==> config.mk <==
export PLATFORM = sky130hd
export DESIGN_NAME = pll_clock_config_decode
export DESIGN_NICKNAME = d
export VERILOG_FILES = /design/src/pulse_divider.v /design/src/pll_clock_config_decode.v
export VERILOG_INCLUDE_DIRS = /design/src
export SDC_FILE = /design/constraint.sdc
export NUM_CORES = 1
export LEC_CHECK = 0
export BUFFER_PORTS_ARGS = -buffer_cell sky130_fd_sc_hd__buf_2
export CAP_MARGIN = 20
export CORE_MARGIN = 3
export CORE_UTILIZATION = 60
export CTS_CLUSTER_DIAMETER = 120
export DETAILED_ROUTE_END_ITERATION = 8
export MAX_ROUTING_LAYER = met4
export PLACE_DENSITY = 0.84
export SYNTH_ARGS = -nofsm -noshare
export SYNTH_HDL_FRONTEND = slang
export SYNTH_SLANG_ARGS = --single-unit
==> constraint.sdc <==
create_clock -name mclk -period 9.8 [get_ports mclk]
set_input_delay 1.47 -clock mclk [delete_from_list [all_inputs] [get_ports mclk]]
set_output_delay 1.47 -clock mclk [all_outputs]
set_load 0.005 [all_outputs]
==> src/pll_cfg_defines.vh <==
// Constants for the clock conditioning configuration decode block
`ifndef PLL_CFG_DEFINES_VH
`define PLL_CFG_DEFINES_VH

// ************************************************************
// Register byte offsets
// ************************************************************
`define REG_DIV_CFG 12'h000
`define REG_OUT_DIV 12'h004
`define REG_OUT_SEL 12'h008
`define REG_STATUS 12'h00c

// ************************************************************
// Field positions and reset values
// ************************************************************
`define FLD_IN_DIV_LSB 0
`define FLD_FB_DIV_LSB 8
`define FLD_EXT_FB_BIT 16
`define FLD_OUT_DIV_STRIDE 8
`define FLD_OUT_SEL_STRIDE 4
`define FLD_DELAY_LSB 12
`define RST_DIV_CFG 32'h00000000
`define RST_OUT_DIV 32'h00000000
`define RST_OUT_SEL 32'h00000000

// ************************************************************
// Source select codes
// ************************************************************
`define SEL_BYPASS 3'h0
`define SEL_RSVD_1 3'h1
`define SEL_DELAY_LINE 3'h2
`define SEL_RSVD_3 3'h3
`define SEL_PH_0 3'h4
`define SEL_PH_270 3'h5
`define SEL_PH_180 3'h6
`define SEL_PH_90 3'h7

// ************************************************************
// Block location codes
// ************************************************************
`define LOC_EAST_WEST 1'b0
`define LOC_CORNER 1'b1

`endif

==> src/pulse_divider.v <==
// Programmable pulse divider: one output pulse per (code + 1) input pulses
`timescale 1ns/1ps
`default_nettype none
module pulse_divider #(
  parameter W = 7
) (
  // Clock and reset
  input wire mclk,
  input wire rst_n,
  // Divisor code and pulses
  input wire [W-1:0] code,
  input wire pulse_in,
  output reg pulse_out
);

reg [W-1:0] count_r;

// Count input pulses; each pulse is compared with the current code, so a code change applies at once
always @(posedge mclk or negedge rst_n)
begin
  if (!rst_n)
  begin
    count_r <= {W{1'b0}};
    pulse_out <= 1'b0;
  end
  else
  begin
    pulse_out <= 1'b0;
    if (pulse_in)
    begin
      if (count_r >= code)
      begin
        count_r <= {W{1'b0}};
        pulse_out <= 1'b1;
      end
      else
      begin
        count_r <= count_r + {{(W-1){1'b0}}, 1'b1};
      end
    end
  end
end

endmodule // pulse_divider
`default_nettype wire

==> src/pll_clock_config_decode.v <==
// Clock conditioning configuration decode with APB register access
`timescale 1ns/1ps
`default_nettype none
`include "pll_cfg_defines.vh"
module pll_clock_config_decode #(
  parameter LOCATION = `LOC_EAST_WEST,
  parameter SMALL_DEVICE = 0
) (
  // Clock and reset
  input wire mclk,
  input wire rstn,
  // APB slave
  input wire psel,
  input wire penable,
  input wire pwrite,
  input wire [11:0] paddr,
  input wire [31:0] pwdata,
  output wire [31:0] prdata,
  output wire pready,
  output wire pslverr,
  // Clock inputs, sampled as synchronous levels
  input wire reference_clock_in,
  input wire external_feedback_clock,
  // Decoded divisors
  output reg [7:0] input_divisor,
  output reg [7:0] feedback_divisor,
  output reg [17:0] out_divisors,
  // Output clock pulses, one bit per output a, b, c
  output reg [2:0] out_clock_pulse,
  // Global line drive enables, one per line
  output reg [2:0] global_line_enable,
  // Phase detector view
  output reg phase_ref_leads
);

// ************************************************************
// Reset release
// ************************************************************
reg rst_meta_r;
reg rst_n_r;

// Two-stage release keeps reset deassertion synchronous
always @(posedge mclk or negedge rstn)
begin
  if (!rstn)
  begin
    rst_meta_r <= 1'b0;
    rst_n_r <= 1'b0;
  end
  else
  begin
    rst_meta_r <= 1'b1;
    rst_n_r <= rst_meta_r;
  end
end

// ************************************************************
// Registers
// ************************************************************
reg [31:0] div_cfg_r;
reg [31:0] out_div_r;
reg [31:0] out_sel_r;
wire wr_en;
wire [6:0] input_divider_code;
wire [6:0] feedback_divider_code;
wire ext_fb_en;
wire [4:0] out_a_divider_code;
wire [4:0] out_b_divider_code;
wire [4:0] out_c_divider_code;
wire [2:0] out_a_source_select;
wire [2:0] out_b_source_select;
wire [2:0] out_c_source_select;
wire [2:0] delay_steps;

assign wr_en = psel & penable & pwrite;

// Writes take effect in the access cycle; zero wait states
always @(posedge mclk or negedge rst_n_r)
begin
  if (!rst_n_r)
  begin
    div_cfg_r <= `RST_DIV_CFG;
    out_div_r <= `RST_OUT_DIV;
    out_sel_r <= `RST_OUT_SEL;
  end
  else if (wr_en)
  begin
    case (paddr)
      `REG_DIV_CFG: div_cfg_r <= pwdata & 32'h00017f7f;
      `REG_OUT_DIV: out_div_r <= pwdata & 32'h001f1f1f;
      `REG_OUT_SEL: out_sel_r <= pwdata & 32'h00007777;
      default: div_cfg_r <= div_cfg_r;
    endcase
  end
end

assign input_divider_code = div_cfg_r[`FLD_IN_DIV_LSB +: 7];
assign feedback_divider_code = div_cfg_r[`FLD_FB_DIV_LSB +: 7];
assign ext_fb_en = div_cfg_r[`FLD_EXT_FB_BIT];
assign out_a_divider_code = out_div_r[0 +: 5];
assign out_b_divider_code = out_div_r[`FLD_OUT_DIV_STRIDE +: 5];
assign out_c_divider_code = out_div_r[2*`FLD_OUT_DIV_STRIDE +: 5];
assign out_a_source_select = out_sel_r[0 +: 3];
assign out_b_source_select = out_sel_r[`FLD_OUT_SEL_STRIDE +: 3];
assign out_c_source_select = out_sel_r[2*`FLD_OUT_SEL_STRIDE +: 3];
assign delay_steps = out_sel_r[`FLD_DELAY_LSB +: 3];

// Reserved codes carry no clock
function is_reserved;
  input [2:0] sel;
  begin
    is_reserved = (sel == `SEL_RSVD_1) || (sel == `SEL_RSVD_3);
  end
endfunction

// Status word and read mux; unmapped reads give zero with an error
wire [31:0] status_word;
reg [31:0] rdata;
reg addr_ok;

assign status_word = {11'h000, global_line_enable,
  (is_reserved(out_a_source_select) | is_reserved(out_b_source_select) | is_reserved(out_c_source_select)),
  phase_ref_leads, feedback_divisor, input_divisor};

always @*
begin
  rdata = 32'h00000000;
  addr_ok = 1'b1;
  case (paddr)
    `REG_DIV_CFG: rdata = div_cfg_r;
    `REG_OUT_DIV: rdata = out_div_r;
    `REG_OUT_SEL: rdata = out_sel_r;
    `REG_STATUS: rdata = status_word;
    default: addr_ok = 1'b0;
  endcase
end

assign prdata = (psel & penable & ~pwrite) ? rdata : 32'h00000000;
assign pready = 1'b1;
assign pslverr = psel & penable & ~addr_ok;

// ************************************************************
// Divisor decode
// ************************************************************
// Registered so the divisor outputs are clean flip-flop values
always @(posedge mclk or negedge rst_n_r)
begin
  if (!rst_n_r)
  begin
    input_divisor <= 8'h01;
    feedback_divisor <= 8'h01;
    out_divisors <= 18'h00000;
  end
  else
  begin
    input_divisor <= {1'b0, input_divider_code} + 8'h01;
    feedback_divisor <= {1'b0, feedback_divider_code} + 8'h01;
    out_divisors <= {{1'b0, out_c_divider_code} + 6'h01,
      {1'b0, out_b_divider_code} + 6'h01,
      {1'b0, out_a_divider_code} + 6'h01};
  end
end

// ************************************************************
// Clock event model
// ************************************************************
reg ref_d_r;
reg external_feedback_clock_d_r;
reg [1:0] vco_phase_r;
reg [7:0] delay_line_r;
wire ref_edge;
wire external_feedback_clock_edge;
wire ref_div_pulse;
wire int_fb_pulse;
wire fb_pulse;
wire delay_out;

// Edge detect on the sampled pins; the oscillator is modelled as mclk in four phases
always @(posedge mclk or negedge rst_n_r)
begin
  if (!rst_n_r)
  begin
    ref_d_r <= 1'b0;
    external_feedback_clock_d_r <= 1'b0;
    vco_phase_r <= 2'h0;
    delay_line_r <= 8'h00;
  end
  else
  begin
    ref_d_r <= reference_clock_in;
    external_feedback_clock_d_r <= external_feedback_clock;
    vco_phase_r <= vco_phase_r + 2'h1;
    delay_line_r <= {delay_line_r[6:0], fb_pulse};
  end
end

assign ref_edge = reference_clock_in & ~ref_d_r;
assign external_feedback_clock_edge = external_feedback_clock & ~external_feedback_clock_d_r;

pulse_divider #(.W(7)) u_in_div (
  .mclk(mclk),
  .rst_n(rst_n_r),
  .code(input_divider_code),
  .pulse_in(ref_edge),
  .pulse_out(ref_div_pulse)
);

pulse_divider #(.W(7)) u_fb_div (
  .mclk(mclk),
  .rst_n(rst_n_r),
  .code(feedback_divider_code),
  .pulse_in(vco_phase_r == 2'h0),
  .pulse_out(int_fb_pulse)
);

// Feedback source for the phase detector
assign fb_pulse = ext_fb_en ? external_feedback_clock_edge : int_fb_pulse;
assign delay_out = delay_line_r[delay_steps];

// Phase detector: remembers which input arrived last
always @(posedge mclk or negedge rst_n_r)
begin
  if (!rst_n_r)
    phase_ref_leads <= 1'b0;
  else if (ref_div_pulse & ~fb_pulse)
    phase_ref_leads <= 1'b1;
  else if (fb_pulse & ~ref_div_pulse)
    phase_ref_leads <= 1'b0;
end

// ************************************************************
// Output muxes and dividers
// ************************************************************
// Source for one output; reserved codes yield nothing
function mux_source;
  input [2:0] sel;
  input bypass_in;
  input dly_in;
  input [1:0] phase;
  begin
    case (sel)
      `SEL_BYPASS: mux_source = bypass_in;
      `SEL_DELAY_LINE: mux_source = dly_in;
      `SEL_PH_0: mux_source = (phase == 2'h0);
      `SEL_PH_270: mux_source = (phase == 2'h3);
      `SEL_PH_180: mux_source = (phase == 2'h2);
      `SEL_PH_90: mux_source = (phase == 2'h1);
      default: mux_source = 1'b0;
    endcase
  end
endfunction

wire [8:0] sel_all;
wire [14:0] div_all;
wire [2:0] div_pulse;

assign sel_all = {out_c_source_select, out_b_source_select, out_a_source_select};
assign div_all = {out_c_divider_code, out_b_divider_code, out_a_divider_code};

genvar gi;
generate
  for (gi = 0; gi < 3; gi = gi + 1)
  begin : g_out
    wire src;
    assign src = mux_source(sel_all[3*gi +: 3], ref_edge, delay_out, vco_phase_r);
    pulse_divider #(.W(5)) u_out_div (
      .mclk(mclk),
      .rst_n(rst_n_r),
      .code(div_all[5*gi +: 5]),
      .pulse_in(src),
      .pulse_out(div_pulse[gi])
    );
  end
endgenerate

// Bypass skips the output divider so the input goes straight through
always @(posedge mclk or negedge rst_n_r)
begin
  if (!rst_n_r)
    out_clock_pulse <= 3'h0;
  else
  begin
    out_clock_pulse[0] <= (out_a_source_select == `SEL_BYPASS) ? ref_edge : div_pulse[0];
    out_clock_pulse[1] <= (out_b_source_select == `SEL_BYPASS) ? ref_edge : div_pulse[1];
    out_clock_pulse[2] <= (out_c_source_select == `SEL_BYPASS) ? ref_edge : div_pulse[2];
  end
end

// ************************************************************
// Global line reach
// ************************************************************
// A line is driven while its output has a real source; corners lose reach on small parts
always @(posedge mclk or negedge rst_n_r)
begin
  if (!rst_n_r)
    global_line_enable <= 3'h0;
  else if (LOCATION == `LOC_CORNER && SMALL_DEVICE != 0)
    global_line_enable <= 3'h0;
  else
    global_line_enable <= {~is_reserved(out_c_source_select),
      ~is_reserved(out_b_source_select),
      ~is_reserved(out_a_source_select)};
end

endmodule // pll_clock_config_decode
`default_nettype wire

==> impl_metrics.tcl, run 1 <==
set metrics [dict create \
    outcome "complete, no violations" \
    cp_cell_sequence "buf_2 -> or4_4 -> nor4_4 -> nand2_1 -> nor2_1 -> buf_2" \
    drt-pass1-iter-count 4 \
    ys_async_sr_fraction_pct 100 \
    synth_flop_cell "dfrtp_1" \
    fin_ws_ps 4080 \
    synth_adder_area_share_pct 8.32 \
    netlist.area_leader.share_pct 48.8 \
    path_max_fanout 15 \
    start_util_pct 63.0 \
    period_share_pct 58.3 \
    grt_pass1_wl_um 25100 \
    slowest_delay_ps 850 \
    relSlewSlack_pct 22.7 \
    antenna_found_initial 0 \
    place_ws_ps 4160 \
    final_cells 837 \
    n_antenna_cell 0 \
    placed_cell_area_mm2 0.00716 \
    hold_path_depth 0 \
    place_congestion 0.885 \
    fin_crit_ps 5720 \
    gr-usage-all-layers_pct 26.6 \
    grt_max_degree 71 \
    cp_common_cell "buf_2" \
    synthXorXnorAreaFrac_pct 4.10 \
    synth_commonest_cells "129 x dfrtp_1, 51 x mux2_2, 47 x inv_1" \
    netlist_area_mm2 0.00662 \
    cts_tree "built" \
    cp_data_arrival_time_ps 4250 \
    syn_area_per_cell_um2 11.3 \
    drive_gt1_share_pct 28.0 \
    synth.area.mux_share_pct 12.8 \
    die_h_um 111 \
    final_area_mm2 0.00779 \
    wl_met1_um 6140 \
    cp-end-kind "output pin" \
    numPortBuffers 100 \
    synth_enable_flop_cells 0 \
    synth.most_common_cell "dfrtp_1" \
    nets 783 \
    cts.clk_slew.worst_paths_ps 60 \
    worst-setup-path-type "primary input to output pin" \
    cts_root_buf "clkbuf_8" \
    power.density_mw_per_mm2 162 \
    post_cts_buffers 0 \
    synth-compound-area-share_pct 7.96 \
    clockBufferDepth 2 \
    setup-tns-final_ps 0 \
    crit_path_start_kind "primary input" \
    setup_viol 0 \
    wl_per_cell_um 18.6 \
    hold_path_class "flop to flop" \
    drt-total-wl_um 15600 \
    gr-total-overflow 0 \
    drv_cap 0 \
    drt-vias-per-instance 5.85 \
    p_total_mw 1.26 \
    yosysWarnings 0 \
    r2r_cells 7 \
    rsz0062_at_grt "false" \
    syn_to_final_growth_pct 17.8 \
    ys_top_cells_by_area "dfrtp_1 49%, mux2_2 8.7%, ha_1 8.3%" \
    core_mm2 0.0105 \
    synthDistinctLibCells 45 \
    synth_simple_gate_area_share_pct 11.8 \
    dr.max_layer_used "met4" \
    htree_levels 4 \
    synth_top_family_by_area "multiplexers" \
    drv_slew 0 \
    dr_wl_met3_um 1120 \
    ctsResizeCount 0 \
    cts_sinks 131 \
    dp_cells 805 \
    io_pins 126 \
    grt_pass1_vias 5048 \
    drc 0 \
    hpwlAfterDp_um 10500 \
    cts-hold-fix-buffers 0 \
    worst_pin_slew_ps 1150 \
    rows 37 \
    clock_skew_ps 7.55 \
    die_w_um 111 \
    wl_met2_um 7830 \
    synth_area_leader_cell "dfrtp_1" \
    die-area_mm2 0.0123 \
    cts_buffers 17 \
    synth_seq_area_share_pct 49.6 \
    crit_slowest_cell "nor4_4" \
    ant_nets 0 \
    p_leak_nw 3.89 \
    clk_latency_ps 540 \
    syn_inst 588 \
    ys_seq_elements 131 \
    ir_worst_vdd_v 0.0000992 \
    crit_required_ps 8330 \
    num_vias 4897 \
    max_freq_mhz 175 \
    hold_viol 0 \
    drtIter0Drc 290 \
]
## sequential cells by signal, indices dropped and copies added, names as in the netlist, 2 cells and up
name and cells:
delay_line_r 8, div_cfg_r 15, feedback_divisor 8, g_out.u_out_div.count_r 15, g_out.u_out_div.pulse_out 3, global_line_enable 3
input_divisor 8, out_clock_pulse 3, out_div_r 15, out_divisors 18, out_sel_r 12, u_fb_div.count_r 7
u_in_div.count_r 7, vco_phase_r 2
## stage by stage
| stage | util (%) | hold WS, ps |
|---|---|---|
| 3_5_place_dp | 68.2 | 342 |
| 3_3_place_gp | 68.2 | 339 |
| 6_report | 74.2 | 351 |
| 5_1_grt | 74.2 | 376 |
| 4_1_cts | 74.2 | 356 |
| 2_1_floorplan | - | 331 |
## per-layer routing
metal,up-vias,GRT usage (%)
li1,2236,-
met1,2455,30.7
met2,168,44.2
met3,38,7.53
met4,0,10.6
met5,-,-
## path summary, 6_finish.rpt
| check | startpoint | end | slack, ps |
|---|---|---|---|
| worst max-delay path | paddr[7] | prdata[8] | 4080 |
| worst min-delay path | rst_meta_r | rst_n_r | 350 |
| worst max register to register | vco_phase_r[0] | g_out[1].u_out_div.count_r[2] | 7080 |
| worst min register to register | rst_meta_r | rst_n_r | 350 |
| max in group asynchronous | rst_n_r | out_sel_r[8] | 8060 |
| min in group asynchronous | rst_n_r | u_in_div.count_r[0] | 400 |
## kinds of logic after synthesis
group | after synthesis
other | 2
buffers and inverters | 78
flip-flops | 131
AND/OR/NAND/NOR | 152
adder cells (fa/ha/maj) | 44
AO/OA/AOI/OAI | 78
XOR/XNOR | 31
multiplexers | 72
## final cells by class
class / count / area [um2]
Timing Repair Buffer: 101 / 508
Fill cell: 661 / 2720
Clock inverter: 13 / 209
Clock buffer: 19 / 422
Sequential cell: 131 / 3280
Tap cell: 136 / 170
Inverter: 47 / 176
Multi-Input combinational cell: 390 / 3020
## cell usage in the layout, fill, tap and decap left out, types with 11 or more instances in the layout
master	netlist	routed
xor2_1	15	15
mux2_2	51	51
nor3_1	11	11
nand2_1	33	33
clkbuf_16	0	16
inv_1	47	47
ha_1	44	44
nor2_1	46	46
o21ai_0	14	14
conb_1	2	13
a21o_1	13	13
dfrtp_1	129	128
nand3_1	26	26
a22oi_1	12	12
xnor2_1	16	16
buf_2	0	100
mux2i_1	16	16
## power breakdown
group | switching (mW) | total [mW] | internal [mW]
Clock | 0.234 | 0.672 | 0.438
Combinational | 0.0241 | 0.0364 | 0.0123
Sequential | 0.00638 | 0.551 | 0.545
Total | 0.264 | 1.26 | 0.995
## worst max-delay path: cells and delay by family
family / cells / cell delay [ps]
buf+inv: 2 / 260
simple gates: 4 / 2510
Power figures use the tool's default switching activity.
==> run 2: changes to the inputs <==
Settings changed: ABC_AREA set to 1, CORE_UTILIZATION 60 to 56, PLACE_DENSITY 0.84 to 0.79.
Clock period 9.8 ns to 5.58 ns, I/O delays scaled along.
==> run 2 against run 1 <==
  * Clock power up 68%
  * Synthesized cell count up 37%
  * Core utilization down 6.5 points
  * Flip-flop and latch count unchanged
  * Register-to-register slack worse by 3300 ps
  * Cell area up 5.2%
  * Combinational power rose to 6.7 times the previous value
  * Clock skew up 0.57 ps
  * Critical path type unchanged
  * Critical endpoint is now prdata[6]
  * Highest routed layer unchanged
==> impl_metrics.tcl, run 2 <==
set metrics [dict create \
    outcome "complete, no violations" \
    synth_commonest_cells "156 x nand2_1, 129 x dfrtp_1, 84 x inv_1" \
    synth.most_common_cell "nand2_1" \
    fin_crit_ps 3670 \
    io_pins 126 \
    largest-register "out_divisors" \
    rsz0062_at_grt "false" \
    power.density_mw_per_mm2 301 \
    largest_register_ffs 18 \
    ys_top_cells_by_area "dfrtp_1 46%, nand2_1 8.4%, ha_1 7.9%" \
    synthDistinctLibCells 38 \
    ant_nets 0 \
    final_cells 1091 \
    path_delay_family "simple AND/OR/NAND/NOR gates" \
    hpwlAfterDp_um 12400 \
    drtIter0Drc 628 \
    die_w_um 118 \
    n_antenna_cell 0 \
    netlist.area_leader.share_pct 46.1 \
    cp_cell_sequence "buf_2 -> nor3_2 -> nand2_1 -> nor2_1 -> o21ai_0 -> inv_1 -> buf_2" \
    gr-total-overflow 0 \
    cts_root_buf "clkbuf_16" \
    synth_enable_flop_cells 0 \
    fin_ws_ps 1910 \
    grt_max_degree 80 \
    crit_buf_inv 3 \
    nets 1005 \
    drv_cap 0 \
    antenna_found_initial 0 \
    p_leak_nw 4.43 \
    setup-tns-final_ps 0 \
    final_area_mm2 0.00820 \
    cp_data_arrival_time_ps 2840 \
    cts_sinks 131 \
    post-route-util_pct 67.7 \
    wl_per_cell_um 16.0 \
    crit_required_ps 4740 \
    cts-hold-fix-buffers 0 \
    clk_latency_ps 430 \
    worst_pin_slew_ps 992 \
    num_vias 5969 \
    netlist_area_mm2 0.00700 \
    crit_slowest_cell "nor3_2" \
    clock_skew_ps 8.12 \
    core_mm2 0.0121 \
    place_congestion 0.968 \
    htree_levels 4 \
    cts_tree "built" \
    drt-pass1-iter-count 5 \
    slowest_delay_ps 870 \
    grt_pass1_wl_um 28100 \
    placed_cell_area_mm2 0.00757 \
    ys_async_sr_fraction_pct 100 \
    relSlewSlack_pct 33.6 \
    gr-usage-all-layers_pct 26.5 \
    synth_seq_area_share_pct 46.8 \
    path_max_fanout 28 \
    drive_gt1_share_pct 18.2 \
    cp-end-kind "output pin" \
    ys_seq_elements 131 \
    cts_buffers 17 \
    hold_path_class "primary input to async pin" \
    final_common_cell "nand2_1" \
    die-area_mm2 0.0139 \
    period_share_pct 65.8 \
    dp_cells 1056 \
    numPortBuffers 100 \
    clockBufferDepth 2 \
    synth_flop_cell "dfrtp_1" \
    hold_viol 0 \
    yosysWarnings 0 \
    ir_worst_vdd_v 0.000259 \
    post_cts_buffers 0 \
    drt-total-wl_um 17500 \
    worst-setup-path-type "primary input to output pin" \
    drc 0 \
    setup_viol 0 \
    drt-vias-per-instance 5.47 \
    grt_pass1_vias 5547 \
    die_h_um 118 \
    synth_area_leader_cell "dfrtp_1" \
    cts.clk_slew.worst_paths_ps 50 \
    syn_to_final_growth_pct 17.1 \
    start_util_pct 57.8 \
    syn_area_per_cell_um2 8.67 \
    cp_common_cell "buf_2" \
    mostFrequentLayoutCells "156 x nand2_1, 128 x dfrtp_1, 100 x buf_2, 84 x inv_1, 81 x nand3_1" \
    place_ws_ps 2020 \
    drv_slew 0 \
    max_freq_mhz 272 \
    crit_path_start_kind "primary input" \
    ctsResizeCount 0 \
    syn_inst 808 \
    rows 40 \
]
## run 2: changes by cell type in the layout (fill, tap and decap cells not counted), sizes merged, moves of 12 or more
| cell | before | now |
|---|---|---|
| nor2 | 46 | 75 |
| xor2 | 15 | 32 |
| mux2i | 16 | 0 |
| o21ai | 17 | 64 |
| nand3 | 26 | 81 |
| a22oi | 12 | 0 |
| inv | 47 | 86 |
| mux2 | 51 | 1 |
| nand4 | 8 | 39 |
| nand2 | 33 | 166 |
## run 2: where the power goes
part | leakage, nW | switching, mW | internal (mW)
clock network | 0.294 | 0.405 | 0.722
logic | 2.64 | 0.136 | 0.108
registers | 1.50 | 0.0841 | 1.01
## run 2: final cells by class
cell class | count | area [um2]
clock buffer | 22 | 464
tap | 168 | 210
inverter | 86 | 323
multi-input combinational | 569 | 3230
fill | 970 | 3910
clock inverter | 10 | 131
timing repair buffer | 105 | 553
sequential | 131 | 3280
## run 2: routing by layer
layer	wire length [um]	up-vias	GRT usage, %
li1	-	2857	-
met2	8310	251	40.7
met3	1410	49	6.39
met1	7260	2812	33.7
met5	0	-	-
met4	500	0	11.6
## run 2: cell families after synthesis
| logic type | synth area share, % |
|---|---|
| simple gates | 25.7 |
| flops | 46.8 |
| buf+inv | 7.63 |
| compound gates | 7.04 |
| fa+ha+maj | 7.86 |
| xor+xnor | 4.63 |
| other cells | 0.107 |
| mux | 0.161 |
## run 2: worst paths after layout
check / slack [ps] / endpoint / start / cells past startpoint
min in group mclk: 350 / rst_n_r / rst_meta_r / 0
setup reg to reg: 3750 / u_fb_div.count_r[6] / vco_phase_r[0] / 7
hold reg to reg: 350 / rst_n_r / rst_meta_r / 0
hold / removal: 190 / rst_n_r / rstn / 1
setup / recovery: 1910 / prdata[6] / paddr[2] / 7
max in group asynchronous: 3840 / out_divisors[14] / rst_n_r / 1
## run 2: per-stage QoR
stage	hold WS [ps]	power, mW
final	188	2.46
after global routing	180	2.56
after CTS	173	2.48
after detailed placement	338	1.35
after global placement	336	1.34
after floorplan	331	1.28
==> run 3: changes to the inputs <==
Settings changed: CORE_UTILIZATION 56 to 51, PLACE_DENSITY 0.79 to 0.76.
Clock period 5.58 ns to 2.97 ns, I/O delays scaled along.
==> run 3 against run 2 <==
  * Largest power group unchanged
  * Setup slack got worse by 1500 ps
  * Combinational power up 96%
  * Flip-flop and latch count unchanged
  * Critical endpoint is now prdata[4]
  * Worst hold slack worse by 40 ps
==> impl_metrics.tcl, run 3 (synthesized netlist as in run 2, its figures left out) <==
set metrics [dict create \
    r2r_cells 7 \
    grt_pass1_vias 5630 \
    r2r-start "vco_phase_r[0]" \
    clockBufferDepth 2 \
    cts_buffers 17 \
    hold_path_class "primary input to flop" \
    die_w_um 123 \
    drive_gt1_share_pct 19.3 \
    final_area_mm2 0.00834 \
    cp_data_arrival_time_ps 2130 \
    mostFrequentLayoutCells "156 x nand2_1, 128 x dfrtp_1, 100 x buf_2, 84 x inv_1, 81 x nand3_1" \
    cp-end-kind "output pin" \
    fill_cells 1140 \
    io_pins 126 \
    num_vias 5947 \
    drt-total-wl_um 17700 \
    core_mm2 0.0133 \
    cts_root_buf "clkbuf_16" \
    clk_latency_ps 420 \
    p_leak_nw 4.51 \
    setup_viol 0 \
    start_util_pct 52.5 \
    p_sw_share_pct 24.7 \
    path_max_fanout 18 \
    cts_tree "built" \
    worst-setup-path-type "primary input to output pin" \
    die-area_mm2 0.0152 \
    setup-tns-final_ps 0 \
    drv_slew 0 \
    r2r_end "u_fb_div.count_r[5]" \
    largest_register_ffs 18 \
    p_int_mw 3.60 \
    die_h_um 123 \
    grt_pass1_wl_um 28100 \
    p_sw_mw 1.18 \
    drc 0 \
    crit_path_start_kind "primary input" \
    ir_worst_vdd_v 0.000393 \
    r2r_slack_ps 1040 \
    final_common_cell "nand2_1" \
    nets 1017 \
    numPortBuffers 100 \
    rows 42 \
    largest-register "out_divisors" \
    place_congestion 0.954 \
    cts.clk_slew.worst_paths_ps 50 \
    fin_crit_ps 2580 \
    p_total_mw 4.78 \
    p_clk_share_pct 47.0 \
    crit_required_ps 2520 \
    period_share_pct 86.9 \
    drv_cap 0 \
    rsz0062_at_grt "false" \
    place_ws_ps 493 \
    placed_cell_area_mm2 0.00769 \
    grt_max_degree 46 \
    worst_pin_slew_ps 675 \
    n_antenna_cell 0 \
    max_freq_mhz 388 \
    clock_skew_ps 6.87 \
    power.density_mw_per_mm2 572 \
    drt-vias-per-instance 5.35 \
    holdWs_ps 148 \
    p_seq_share_pct 42.9 \
    wl_per_cell_um 15.9 \
    fin_ws_ps 390 \
    share_comb_of_total_power_pct 10.0 \
    antenna_found_initial 0 \
    ant_nets 0 \
    relSlewSlack_pct 54.8 \
    htree_levels 4 \
    holdPathEnd "external_feedback_clock_d_r" \
    syn_to_final_growth_pct 19.1 \
    hold_viol 0 \
    hp-start "external_feedback_clock" \
    gr-total-overflow 0 \
    outcome "complete, no violations" \
    gr-usage-all-layers_pct 25.1 \
    drt-pass1-iter-count 7 \
    hpwlAfterDp_um 13100 \
    drtIter0Drc 436 \
    cts_sinks 131 \
    hold_path_depth 1 \
]
[run 3: power groups by stage]
stage                     Clock (mW)  Combinational (mW)  Sequential (mW)
after floorplan                    0               0.346             2.05
after global placement             0               0.451             2.07
after detailed placement           0               0.468             2.08
after CTS                       2.27               0.482             2.05
after global routing            2.35               0.561             2.07
final                           2.25               0.479             2.05
[run 3: area by class of cell]
| class | instances | area (um2) | share of cell area (%) |
|---|---|---|---|
| repair buffers | 117 | 643 | 7.71 |
| clock buffers | 23 | 488 | 5.85 |
| clock inverters | 9 | 150 | 1.80 |
| flip-flops and latches | 131 | 3280 | 39.4 |
| multi-input cells | 569 | 3230 | 38.8 |
| well taps | 176 | 220 | 2.64 |
| inverters | 86 | 323 | 3.87 |
[run 3: worst max path at each step]
stage	start	to	slack, ps	depth (start not counted)
6_report	paddr[2]	prdata[4]	390	8
4_1_cts	paddr[2]	prdata[4]	490	8
5_1_grt	paddr[2]	prdata[4]	340	8
2_1_floorplan	rst_n_r	delay_line_r[0]	790	0
3_3_place_gp	paddr[2]	prdata[8]	490	8
3_5_place_dp	paddr[2]	prdata[4]	490	8
[run 3: timing repair]
action / CTS / global route
resized for setup: 0 / 0
hold buffers: 1 / 0
hold endpoints to repair: 2 / 0
buffers inserted: 0 / 0
[run 3: per-layer routing]
layer	part of all wire [%]	vias to the layer above	track usage, %
met1	44	2832	32.4
met5	0	-	-
met4	2.0	0	8.86
met2	48	203	38.9
met3	6.6	32	5.95
li1	-	2880	-
[run 3: through the flow]
stage,util [%],cells
floorplan,-,819
global placement,57.6,1078
detailed placement,57.6,1078
CTS,62.5,1111
global route,62.5,1111
finish,62.5,1111
[run 3: worst max-delay path, stage by stage]
cell and delay (ps):
buf_2 340, inv_1 130, nor3_2 580, nand3_1 130, o21ai_0 110, nor2_1 60
nor2_1 180, buf_2 150
